===== config.mk =====
export PLATFORM = sky130hd
export DESIGN_NAME = ncwl_loader
export DESIGN_NICKNAME = d
export VERILOG_FILES = /design/src/design/ncwl_pkg.sv /design/src/design/ncwl_loader.sv
export SDC_FILE = /design/constraint.sdc
export NUM_CORES = 1
export LEC_CHECK = 0
export ABC_CLOCK_PERIOD_IN_PS = 4100
export BUFFER_PORTS_ARGS = -buffer_cell sky130_fd_sc_hd__buf_2
export CORE_MARGIN = 2
export CORE_UTILIZATION = 50
export CTS_BUF_LIST = sky130_fd_sc_hd__clkbuf_16
export DETAILED_ROUTE_END_ITERATION = 12
export GPL_ROUTABILITY_DRIVEN = 0
export PLACE_DENSITY = 0.77
export SYNTH_ARGS = -nofsm -noshare
export SYNTH_HDL_FRONTEND = slang
export SYNTH_SLANG_ARGS = --single-unit

===== constraint.sdc =====
create_clock -name mclk -period 4.1 [get_ports mclk]
set_clock_uncertainty 0.1 [all_clocks]
set_input_delay 0.615 -clock mclk [delete_from_list [all_inputs] [get_ports mclk]]
set_output_delay 0.615 -clock mclk [all_outputs]
set_load 0.02 [all_outputs]

===== src/design/ncwl_pkg.sv =====
// Constants for the configuration word loader: word indices, field
// positions, values after reset, bus offsets and timing counts.
// Assumes a 16-bit non-volatile word stream and a 40 MHz clock.
//
// What this block does
// - Device never computes or checks the checksum
// - Loaded configuration applies only with valid signature
// - Detection bit 14 zero enables deep idle saving
// - Control word bit 10 loads both wake enables
// - Control word bit 0 blocks PHY reset while keep-link-up is set
// - Own SMBus address from address word 15:9
// - Controller SMBus address from address word 7:1
// - Receive-enable bytes 14 and 13 from parameters word
// - Fragments never exceed programmed size plus one
// - Notification timeout counts from control word 7:0
// - Words 0x30 to 0x3E give no configuration
package ncwl_pkg;
  // ----------------------------------------------------------------
  // Word indices in the non-volatile image
  // ----------------------------------------------------------------
  localparam logic [15:0] WORD_DETECT = 16'h0023;
  localparam logic [15:0] WORD_INIT3 = 16'h0024;
  localparam logic [15:0] WORD_SMB_ADDR = 16'h0025;
  localparam logic [15:0] WORD_RX_EN = 16'h0026;
  localparam logic [15:0] WORD_SMB_CTRL = 16'h0027;
  localparam logic [15:0] WORD_SW_FIRST = 16'h0030;
  localparam logic [15:0] WORD_SW_LAST = 16'h003E;
  localparam logic [15:0] WORD_CHECKSUM = 16'h003F;
  localparam logic [15:0] CHECKSUM_TARGET = 16'hBABA;
  // ----------------------------------------------------------------
  // Field positions
  // ----------------------------------------------------------------
  localparam int DETECT_DEEP_IDLE_BIT = 14;
  localparam int INIT3_WAKE_BIT = 10;
  localparam int INIT3_NO_PHY_RST_BIT = 0;
  localparam int GCTRL_WAKE_BIT = 6;
  localparam int WUC_WAKE_BIT = 0;
  // ----------------------------------------------------------------
  // Values after reset
  // ----------------------------------------------------------------
  localparam logic DEEP_IDLE_DIS_RST = 1'b1;
  localparam logic WAKE_EN_RST = 1'b0;
  localparam logic NO_PHY_RST_RST = 1'b1;
  localparam logic [6:0] SMB_ADDR_RST = 7'h00;
  localparam logic [7:0] RX_BYTE_RST = 8'h00;
  localparam logic [7:0] FRAG_SIZE_RST = 8'h20;
  localparam logic [7:0] NOTIFY_TO_RST = 8'h00;
  // ----------------------------------------------------------------
  // Register offsets (byte addresses, one word each)
  // ----------------------------------------------------------------
  localparam logic [7:0] OFS_GEN_CTRL = 8'h00;
  localparam logic [7:0] OFS_WAKE_CTRL = 8'h04;
  localparam logic [7:0] OFS_STATUS = 8'h08;
  localparam logic [7:0] OFS_SMB_ADDR = 8'h0C;
  localparam logic [7:0] OFS_RX_EN = 8'h10;
  localparam logic [7:0] OFS_SMB_CTRL = 8'h14;
  // ----------------------------------------------------------------
  // Timing: one notification unit is at least 1.1 ms
  // ----------------------------------------------------------------
  localparam int CLK_PERIOD_PS = 25000;
  localparam int NOTIFY_UNIT_NS = 1100000;
  localparam int NOTIFY_UNIT_CYC = (NOTIFY_UNIT_NS * 1000 +
                                    CLK_PERIOD_PS - 1) / CLK_PERIOD_PS;
endpackage


===== src/design/ncwl_loader.sv =====
// Configuration word loader: captures the detection, control and
// SMBus words as they stream in, applies them at the end of the load
// and drives the wake, PHY reset and SMBus controls from them.
// Assumes the word stream and the register port run on mclk.
//
// The implementer's own choices: the strobed register port and the placing of the registers.
`timescale 1ns/1ps
`default_nettype none
module ncwl_loader #(
  parameter int NOTIFY_UNIT = ncwl_pkg::NOTIFY_UNIT_CYC
) (
  // Clock and reset
  input wire logic mclk,
  input wire logic resetn,
  // Word stream from the non-volatile memory reader
  input wire logic nvmWordValid,
  input wire logic [15:0] nvmWordAddr,
  input wire logic [15:0] nvmWordData,
  input wire logic loadDone,
  input wire logic signatureValid,
  // Register port
  input wire logic [7:0] regAddr,
  input wire logic [31:0] regWdata,
  input wire logic regWr,
  input wire logic regRd,
  output logic [31:0] regRdata,
  // PHY reset control
  input wire logic keepLinkUpSetting,
  input wire logic phyResetReq,
  output logic phyResetOut,
  // Power saving
  output logic deepIdlePowerSave,
  output logic powerMgmtWakeEnable,
  // SMBus parameters
  output logic [6:0] smbOwnAddr,
  output logic [6:0] smbCtrlAddr,
  output logic [7:0] rxEnAlert,
  output logic [7:0] rxEnIfData,
  // Fragment limit
  input wire logic fragStart,
  input wire logic fragByte,
  output logic fragAllow,
  // Notification timeout
  input wire logic notifyStart,
  input wire logic notifyDone,
  output logic notifyBusy,
  output logic notifyTimeout
);

  // ----------------------------------------------------------------
  // Shadow words and applied configuration
  // ----------------------------------------------------------------
  logic deepIdleDis_r, deepIdleDisSh_r;
  logic wakeInit_r, noPhyRstSh_r, noPhyRst_r;
  logic [6:0] ownAddrSh_r, ctrlAddrSh_r;
  logic [7:0] alertSh_r, ifDataSh_r;
  logic [7:0] fragSizeSh_r, fragSize_r;
  logic [7:0] notifyToSh_r, notifyTo_r;
  logic applied_r;
  logic applyNow;
  logic genWake_r, wucWake_r;
  logic phyOut_r;
  logic [8:0] fragCount_r;
  logic [7:0] unitsLeft_r;
  logic [31:0] unitCount_r;
  logic notifyBusy_r, notifyTimeout_r;
  logic [31:0] rdata_r;

  // Word capture: only the configuration words are kept; the boot
  // pointer, software area and checksum word pass unread
  function automatic logic isWord(input logic [15:0] addr,
                                  input logic [15:0] idx);
    isWord = (addr == idx);
  endfunction

  // Configuration takes effect only at a load with a good signature
  // A register write in the same cycle as the apply is lost
  assign applyNow = loadDone & signatureValid;

  // ----------------------------------------------------------------
  // Word capture
  // ----------------------------------------------------------------

  // Capture detection word; only bit 14 is meaningful here
  // Shadows keep the last copy seen; a repeated word overwrites
  always_ff @(posedge mclk or negedge resetn) begin
    if (!resetn) begin
      deepIdleDisSh_r <= ncwl_pkg::DEEP_IDLE_DIS_RST;
    end else if (nvmWordValid &&
                 isWord(nvmWordAddr, ncwl_pkg::WORD_DETECT)) begin
      deepIdleDisSh_r <=
        nvmWordData[ncwl_pkg::DETECT_DEEP_IDLE_BIT];
    end
  end

  // Capture third initialisation control word: bits 10 and 0 only
  // The reserved bits around them never reach any control
  always_ff @(posedge mclk or negedge resetn) begin
    if (!resetn) begin
      wakeInit_r <= ncwl_pkg::WAKE_EN_RST;
      noPhyRstSh_r <= ncwl_pkg::NO_PHY_RST_RST;
    end else if (nvmWordValid &&
                 isWord(nvmWordAddr, ncwl_pkg::WORD_INIT3)) begin
      wakeInit_r <= nvmWordData[ncwl_pkg::INIT3_WAKE_BIT];
      noPhyRstSh_r <= nvmWordData[ncwl_pkg::INIT3_NO_PHY_RST_BIT];
    end
  end

  // Capture SMBus address word; bits 8 and 0 are dropped
  // Both addresses sit in the upper seven bits of their byte
  always_ff @(posedge mclk or negedge resetn) begin
    if (!resetn) begin
      ownAddrSh_r <= ncwl_pkg::SMB_ADDR_RST;
      ctrlAddrSh_r <= ncwl_pkg::SMB_ADDR_RST;
    end else if (nvmWordValid &&
                 isWord(nvmWordAddr, ncwl_pkg::WORD_SMB_ADDR)) begin
      ownAddrSh_r <= nvmWordData[15:9];
      ctrlAddrSh_r <= nvmWordData[7:1];
    end
  end

  // Capture receive-enable word: alert high byte, interface data low
  always_ff @(posedge mclk or negedge resetn) begin
    if (!resetn) begin
      alertSh_r <= ncwl_pkg::RX_BYTE_RST;
      ifDataSh_r <= ncwl_pkg::RX_BYTE_RST;
    end else if (nvmWordValid &&
                 isWord(nvmWordAddr, ncwl_pkg::WORD_RX_EN)) begin
      alertSh_r <= nvmWordData[15:8];
      ifDataSh_r <= nvmWordData[7:0];
    end
  end

  // Capture SMBus control word: fragment size high, timeout low
  always_ff @(posedge mclk or negedge resetn) begin
    if (!resetn) begin
      fragSizeSh_r <= ncwl_pkg::FRAG_SIZE_RST;
      notifyToSh_r <= ncwl_pkg::NOTIFY_TO_RST;
    end else if (nvmWordValid &&
                 isWord(nvmWordAddr, ncwl_pkg::WORD_SMB_CTRL)) begin
      fragSizeSh_r <= nvmWordData[15:8];
      notifyToSh_r <= nvmWordData[7:0];
    end
  end

  // ----------------------------------------------------------------
  // Apply at load completion
  // ----------------------------------------------------------------
  // Power and PHY controls; a load without signature leaves them
  always_ff @(posedge mclk or negedge resetn) begin
    if (!resetn) begin
      deepIdleDis_r <= ncwl_pkg::DEEP_IDLE_DIS_RST;
      noPhyRst_r <= ncwl_pkg::NO_PHY_RST_RST;
    end else if (applyNow) begin
      deepIdleDis_r <= deepIdleDisSh_r;
      noPhyRst_r <= noPhyRstSh_r;
    end
  end

  // SMBus addresses of this device and of the controller
  always_ff @(posedge mclk or negedge resetn) begin
    if (!resetn) begin
      smbOwnAddr <= ncwl_pkg::SMB_ADDR_RST;
      smbCtrlAddr <= ncwl_pkg::SMB_ADDR_RST;
    end else if (applyNow) begin
      smbOwnAddr <= ownAddrSh_r;
      smbCtrlAddr <= ctrlAddrSh_r;
    end
  end

  // Receive-enable bytes
  always_ff @(posedge mclk or negedge resetn) begin
    if (!resetn) begin
      rxEnAlert <= ncwl_pkg::RX_BYTE_RST;
      rxEnIfData <= ncwl_pkg::RX_BYTE_RST;
    end else if (applyNow) begin
      rxEnAlert <= alertSh_r;
      rxEnIfData <= ifDataSh_r;
    end
  end

  // Fragment size; a size off the four-byte grid is used as written
  always_ff @(posedge mclk or negedge resetn) begin
    if (!resetn) begin
      fragSize_r <= ncwl_pkg::FRAG_SIZE_RST;
    end else if (applyNow) begin
      fragSize_r <= fragSizeSh_r;
    end
  end

  // Notification timeout count in units
  always_ff @(posedge mclk or negedge resetn) begin
    if (!resetn) begin
      notifyTo_r <= ncwl_pkg::NOTIFY_TO_RST;
    end else if (applyNow) begin
      notifyTo_r <= notifyToSh_r;
    end
  end

  // Load status shown in the status register
  always_ff @(posedge mclk or negedge resetn) begin
    if (!resetn) begin
      applied_r <= 1'b0;
    end else if (applyNow) begin
      applied_r <= 1'b1;
    end
  end

  // Deep idle saving runs while the disable bit is clear
  assign deepIdlePowerSave = ~deepIdleDis_r;

  // ----------------------------------------------------------------
  // Wake enables
  // ----------------------------------------------------------------

  // Wake enable in general control: loaded, then software writable
  // Apply wins over a software write in the same cycle
  always_ff @(posedge mclk or negedge resetn) begin
    if (!resetn) begin
      genWake_r <= ncwl_pkg::WAKE_EN_RST;
    end else if (applyNow) begin
      genWake_r <= wakeInit_r;
    end else if (regWr && regAddr == ncwl_pkg::OFS_GEN_CTRL) begin
      genWake_r <= regWdata[ncwl_pkg::GCTRL_WAKE_BIT];
    end
  end

  // Wake enable in wake-up control: same initial value
  always_ff @(posedge mclk or negedge resetn) begin
    if (!resetn) begin
      wucWake_r <= ncwl_pkg::WAKE_EN_RST;
    end else if (applyNow) begin
      wucWake_r <= wakeInit_r;
    end else if (regWr && regAddr == ncwl_pkg::OFS_WAKE_CTRL) begin
      wucWake_r <= regWdata[ncwl_pkg::WUC_WAKE_BIT];
    end
  end

  assign powerMgmtWakeEnable = wucWake_r;

  // ----------------------------------------------------------------
  // PHY reset gating
  // ----------------------------------------------------------------

  // PHY reset passes unless control word bit 0 and the keep-link-up setting block it together
  // Registered so the gating term cannot glitch the PHY line
  always_ff @(posedge mclk or negedge resetn) begin
    if (!resetn) begin
      phyOut_r <= 1'b0;
    end else begin
      phyOut_r <= phyResetReq &
                  ~(noPhyRst_r & keepLinkUpSetting);
    end
  end

  assign phyResetOut = phyOut_r;

  // ----------------------------------------------------------------
  // Fragment limit
  // ----------------------------------------------------------------

  // Fragment byte counter; at most size plus one bytes per fragment
  always_ff @(posedge mclk or negedge resetn) begin
    if (!resetn) begin
      fragCount_r <= 9'h000;
    end else if (fragStart) begin
      fragCount_r <= 9'h000;
    end else if (fragByte && fragAllow) begin
      fragCount_r <= fragCount_r + 9'h001;
    end
  end

  // Two low size bits are taken as written by the image
  // A full count stays closed until the next fragment start or an apply that raises the size
  assign fragAllow = (fragCount_r <= {1'b0, fragSize_r});

  // ----------------------------------------------------------------
  // Notification timeout
  // ----------------------------------------------------------------

  // Notification timeout: value times one unit; zero means none
  // Done wins over a start in the same cycle; a start while busy restarts
  always_ff @(posedge mclk or negedge resetn) begin
    if (!resetn) begin
      notifyBusy_r <= 1'b0;
      notifyTimeout_r <= 1'b0;
      unitsLeft_r <= 8'h00;
      unitCount_r <= 32'h0000_0000;
    end else begin
      notifyTimeout_r <= 1'b0;
      if (notifyDone) begin
        notifyBusy_r <= 1'b0;
      end else if (notifyStart && notifyTo_r != 8'h00) begin
        notifyBusy_r <= 1'b1;
        unitsLeft_r <= notifyTo_r;
        unitCount_r <= 32'h0000_0000;
      end else if (notifyBusy_r) begin
        if (unitCount_r == 32'(NOTIFY_UNIT - 1)) begin
          unitCount_r <= 32'h0000_0000;
          if (unitsLeft_r == 8'h01) begin
            notifyBusy_r <= 1'b0;
            notifyTimeout_r <= 1'b1;
          end
          unitsLeft_r <= unitsLeft_r - 8'h01;
        end else begin
          unitCount_r <= unitCount_r + 32'h0000_0001;
        end
      end
    end
  end

  assign notifyBusy = notifyBusy_r;
  assign notifyTimeout = notifyTimeout_r;

  // ----------------------------------------------------------------
  // Register read
  // ----------------------------------------------------------------

  // Read data stands one cycle after the read strobe, zero otherwise
  // Unmapped offsets read as zero; writes to status are dropped
  always_ff @(posedge mclk or negedge resetn) begin
    if (!resetn) begin
      rdata_r <= 32'h0000_0000;
    end else if (regRd) begin
      unique case (regAddr)
        ncwl_pkg::OFS_GEN_CTRL: rdata_r <= {25'h0, genWake_r, 6'h00};
        ncwl_pkg::OFS_WAKE_CTRL: rdata_r <= {31'h0, wucWake_r};
        ncwl_pkg::OFS_STATUS:
          rdata_r <= {28'h0, notifyBusy_r, noPhyRst_r, deepIdleDis_r,
                      applied_r};
        ncwl_pkg::OFS_SMB_ADDR:
          rdata_r <= {16'h0, smbOwnAddr, 1'b0, smbCtrlAddr, 1'b0};
        ncwl_pkg::OFS_RX_EN: rdata_r <= {16'h0, rxEnAlert, rxEnIfData};
        ncwl_pkg::OFS_SMB_CTRL: rdata_r <= {16'h0, fragSize_r, notifyTo_r};
        default: rdata_r <= 32'h0000_0000;
      endcase
    end else begin
      rdata_r <= 32'h0000_0000;
    end
  end

  assign regRdata = rdata_r;

endmodule
`default_nettype wire


-- Word level (Yosys, flattened, before mapping)
Index checks and enable logic that the tools add are counted.
- logic and storage cells: 91
- output and inout port bits: 68
- flip-flop bits (word level): 184
- bits of input ports: 85
- add/subtract/negate cells: 3
- eq/ne operators: 12
- multiplexer cells: 24
- bitwise operators: 6
- order comparisons: 1
- reductions and logical operators: 18
- operators by type and width (operator ; count):
    two-way mux 32 bit ; 4
    case mux 16 bit (6 select lines) ; 1
    equality test 16 x 6 -> 1 bit (second input constant) ; 5
    adder 32 x 1 -> 32 bit (second input constant) ; 1
    equality test 32 x 16 -> 1 bit (second input constant) ; 1
    two-way mux 8 bit ; 3
    two-way mux 9 bit ; 2
    equality test 8 x 4 -> 1 bit (second input constant) ; 2
    equality test 8 x 5 -> 1 bit (second input constant) ; 2
    two-way mux 1 bit ; 14
    nonzero test 2 bit ; 5
    adder 9 x 1 -> 9 bit (second input constant) ; 1
    less-or-equal comparator 9 x 8 -> 1 bit ; 1
    logical AND 1 bit ; 9
    equality test 8 x 1 -> 1 bit (second input constant) ; 1
    equality test 8 x 3 -> 1 bit (second input constant) ; 1
    logical NOT 8 bit ; 1
    nonzero test 8 bit ; 1
    subtractor 8 x 1 -> 8 bit (second input constant) ; 1
    AND 1 bit ; 3
    inverter 1 bit ; 3
    AND reduction 3 bit ; 1
    AND reduction 2 bit ; 1

-- Logic depth before layout (Yosys ltp)
- depth in word-level cells: 6
- depth in mapped cells: 9
- mapped depth without buffers: 8

-- Worst setup path after synthesis
OpenSTA, ideal clock, no wires.
- kind: register to register
- start point: register fragSize_r[5]
- end point: register fragCount_r[6]
- library setup time: 120 ps
- period minus slack after synthesis: 2350 ps
- slack: 1750 ps
- data required time: 3880 ps
- cell stages (with the launch flop): 10
- path buffers: 1
- arrival time: 2130 ps
- path through: dfstp_2 inv_1 ha_1 a21o_1 a211oi_1 o211ai_1 a21boi_0 buf_2 a21oi_1 a31o_2
- cells in the longest elaborated chain, start to end: 3
- ends and longest elaborated chain (item ; RTL line ; source):
    from (decl) ; ncwl_loader.sv:57 ; logic [7:0] fragSizeSh_r, fragSize_r;
    from (signal assigned) ; ncwl_loader.sv:185 ; fragSize_r <= ncwl_pkg::FRAG_SIZE_RST;
    from (signal assigned) ; ncwl_loader.sv:187 ; fragSize_r <= fragSizeSh_r;
    less-or-equal comparator 9 x 8 -> 1 bit ; ncwl_loader.sv:275 ; assign fragAllow = (fragCount_r <= {1'b0, fragSize_r});
    logical AND 1 bit ; ncwl_loader.sv:268 ; end else if (fragByte && fragAllow) begin
    nonzero test 2 bit (no source line) ; n/a ;
    to (signal assigned) ; ncwl_loader.sv:269 ; fragCount_r <= fragCount_r + 9'h001;
    to (decl) ; ncwl_loader.sv:63 ; logic [8:0] fragCount_r;
No other way between the ends.
A chain may end at the register's enable or synchronous reset.

-- Final worst setup path
- start point: register notifyTo_r[4]
- end point: register unitCount_r[17]
- cells in the longest elaborated chain, start to end: 4
- ends and longest elaborated chain (item ; RTL line ; source):
    from (decl) ; ncwl_loader.sv:58 ; logic [7:0] notifyToSh_r, notifyTo_r;
    from (signal assigned) ; ncwl_loader.sv:194 ; notifyTo_r <= ncwl_pkg::NOTIFY_TO_RST;
    from (signal assigned) ; ncwl_loader.sv:196 ; notifyTo_r <= notifyToSh_r;
    nonzero test 8 bit (*) ; ncwl_loader.sv:293 ; end else if (notifyStart && notifyTo_r != 8'h00) begin
    logical AND 1 bit (*) ; ncwl_loader.sv:293 ;
    nonzero test 2 bit (no source line) ; n/a ;
    AND reduction 2 bit (no source line) ; n/a ;
    to (signal assigned) ; ncwl_loader.sv:306 ; unitCount_r <= unitCount_r + 32'h0000_0001;
    to (decl) ; ncwl_loader.sv:65 ; logic [31:0] unitCount_r;
Every way passes the cells marked *; elsewhere a longest branch is shown, timed or not.

==> run metrics <==
Worst Path Required 4.33 ns; Yosys reg bits 168; DRT antenna net count 0; port bufs 106; register area share after synthesis 0.538; HP Class primary input to async pin; I/O Pins 153; top-count cell post-synth dfrtp_1; Power Density 387 nW/um^2; fillers 1231; clk sinks 168; total area of sequential cells 4210 um^2; P_sw 0.905 mW; Post-CTS Setup Inserts 0; GR Util All Layers 0.215; period utilization 0.713; clk slew on worst S/H paths 0.07 ns; CP Cell Sequence or4_4, o21ai_2, o31ai_2, nor2_2, nand2_1, o31ai_1; via count 5656; synthesized area 7830 um^2; ratio of cells with drive above 1 in the final layout 0.343; mean routed wirelength per cell 17.0 um; Slowest cell on crit path or4_4; Post-synth EDFFs 0; synthesis warning total 0; Mapped Cells 675; RSZ-0062 raised after global routing false; Antenna Cells 0; outcome completed; slew of the pin with the lowest slew margin 1.09 ns; Final Hold Viols 0; chip width 129 um; area leader, netlist dfrtp_1; First-pass DRT Iterations 7; peak supply drop 0.381 mV; path type of the worst setup path flop to flop; Clk pwr share 0.466; Leak Pwr 4.46 nW; Post-Layout Cell Count 1002; Switching Share 0.256; post_cts resized 0; Final setup viols 0; Synth-to-Final Area Change 16.6%; largest net degree at the start of global routing 76; Pint 2.63 mW; CTS tree yes; row count 45; Most used DFF post-synth dfrtp_1; cts-stage hold buffer count 0; Area contributors post-synth dfrtp_1 (52%), mux2_2 (14%), nor2_1 (2.8%), dfstp_2 (2.0%), nand2_1 (2.0%); GRT overflow 0; residual DRC count 0; Max Slew Vio Count 0; Max Freq 0.342 GHz; dpl cells 970; root buffer cell clkbuf_16; register share of total power 0.476; number of max-cap violations 0; Cell variety after synth 65; clock tree buffer depth 2; NumNets Final 875; Worst R2R Setup Slack 1.18 ns; post-synthesis average cell area 11.6 um^2; area share of the leading cell type in the synthesized netlist 0.518; Synth async-reset ratio 1.00; Startpoint Class flop; later-pin clock latency in the skew report 0.43 ns; CP top delay family simple AND/OR/NAND/NOR gates; antenna violations before repair 0; crit-path max cell delay 0.61 ns; core area 15300 um^2; CP max FO 15; DIE AREA 16700 um^2; Total Routed Length 17.0 mm; Worst setup EP type flop; final critical-path required period 2.92 ns; chip height 129 um; leading cell types by count after synthesis dfrtp_1 (162), mux2_2 (100), nor2_1 (59), nand2_1 (41), o21ai_0 (28); setup tns final 0 ns; global-route wire length before repair 28.3 mm; CTS Buf Count 17; Initial Util 0.513; vias per inst 5.64; initial detailed-routing violation count 390; Worst Path Arrival 3.15 ns; Comb power frac 0.058; worst path bufs/invs 0; # H-tree levels 4; multi-input logic area 3370 um^2; DP Wirelength 11.5 mm; Slew headroom 0.274; vias in the first global route 5568
worst register-to-register path: cells and delay by family, from the launching register on:
kind	cells	cell delay (ns)
compound gates	3	1.08
flops	1	0.46
simple gates	3	1.17
path summary, 6_finish.rpt:
check,start,end,depth (start not counted)
setup / recovery,notifyTo_r[4],unitCount_r[17],6
hold / removal,resetn,unitCount_r[8],1
min in group mclk,keepLinkUpSetting,phyResetOut,2
max in group asynchronous,resetn,fragSize_r[5],2
setup reg to reg,notifyTo_r[4],unitCount_r[17],6
hold reg to reg,applied_r,applied_r,1
sequential cells by signal, indices dropped and copies added, names as in the netlist, 7 cells and up:
register and flops:
ownAddrSh_r 7, fragCount_r 9, ctrlAddrSh_r 7, regRdata 16
ifDataSh_r 8, rxEnIfData 8, unitsLeft_r 8, fragSizeSh_r 8
alertSh_r 8, smbCtrlAddr 7, unitCount_r 32, fragSize_r 8
smbOwnAddr 7, notifyToSh_r 8, notifyTo_r 8, rxEnAlert 8
metrics by stage:
| step | hold WS, ns | worst slack [ns] | power, mW | area [um^2] | utilization |
|---|---|---|---|---|---|
| detailed placement | 0.363 | 1.15 | 1.92 | 8500 | 0.557 |
| finish | 0.101 | 1.18 | 3.53 | 9130 | 0.598 |
| global route | 0.158 | 1.02 | 3.67 | 9130 | 0.598 |
| floorplan | 0.219 | 1.75 | 1.83 | 7890 | - |
| CTS | 0.140 | 1.23 | 3.56 | 9130 | 0.598 |
| global placement | 0.357 | 1.21 | 1.92 | 8500 | 0.557 |
cell families (layout without fill, tap and decap cells):
logic type / Yosys count / after routing / synth area share
fa+ha+maj: 12 / 12 / 0.0192
flops: 168 / 168 / 0.538
simple gates: 212 / 212 / 0.143
mux: 103 / 103 / 0.148
other cells: 1 / 16 / 0.000479
buf+inv: 60 / 161 / 0.0391
compound gates: 104 / 104 / 0.0957
xor+xnor: 15 / 15 / 0.0168
layout make-up:
class | instances | area share
Sequential cell | 168 | 0.461
Multi-Input combinational cell | 462 | 0.369
Inverter | 17 | 0.00699
Timing Repair Buffer | 112 | 0.0651
Clock inverter | 15 | 0.0217
Tap cell | 211 | 0.0289
Clock buffer | 17 | 0.0466
power by group through the flow:
stage / sequential [mW] / combinational, mW / clock (mW)
after global placement: 1.71 / 0.203 / 0
after global routing: 1.68 / 0.234 / 1.75
after detailed placement: 1.71 / 0.207 / 0
after CTS: 1.68 / 0.207 / 1.68
final: 1.68 / 0.204 / 1.64
after floorplan: 1.71 / 0.116 / 0
placed cells by master (no fill, tap or decap), drive strengths merged, types with 3 or more instances in the layout:
cell      n
dfrtp   162
buf     112
mux2    100
nor2     60
nand2    42
o21ai    30
inv      25
a21oi    24
nand4    23
nand3    21
clkbuf   17
conb     16
a222oi   14
nor3     12
xor2     12
ha       12
and3      8
nor4      7
nand2b    7
o31ai     7
dfstp     6
and2      5
nor2b     5
nand3b    4
clkinv    4
or4       4
nor4b     4
a21o      3
o211ai    3
and4      3
mux2i     3
xnor2     3
o22a      3
per-layer routing:
| metal | vias to the layer above | part of all wire | track usage |
|---|---|---|---|
| li1 | 2644 | - | - |
| met1 | 2790 | 0.43 | 0.289 |
| met2 | 200 | 0.49 | 0.346 |
| met3 | 22 | 0.065 | 0.0545 |
| met4 | 0 | 0.013 | 0.0652 |
| met5 | - | 0 | 0 |
Power figures use the tool's default switching activity.
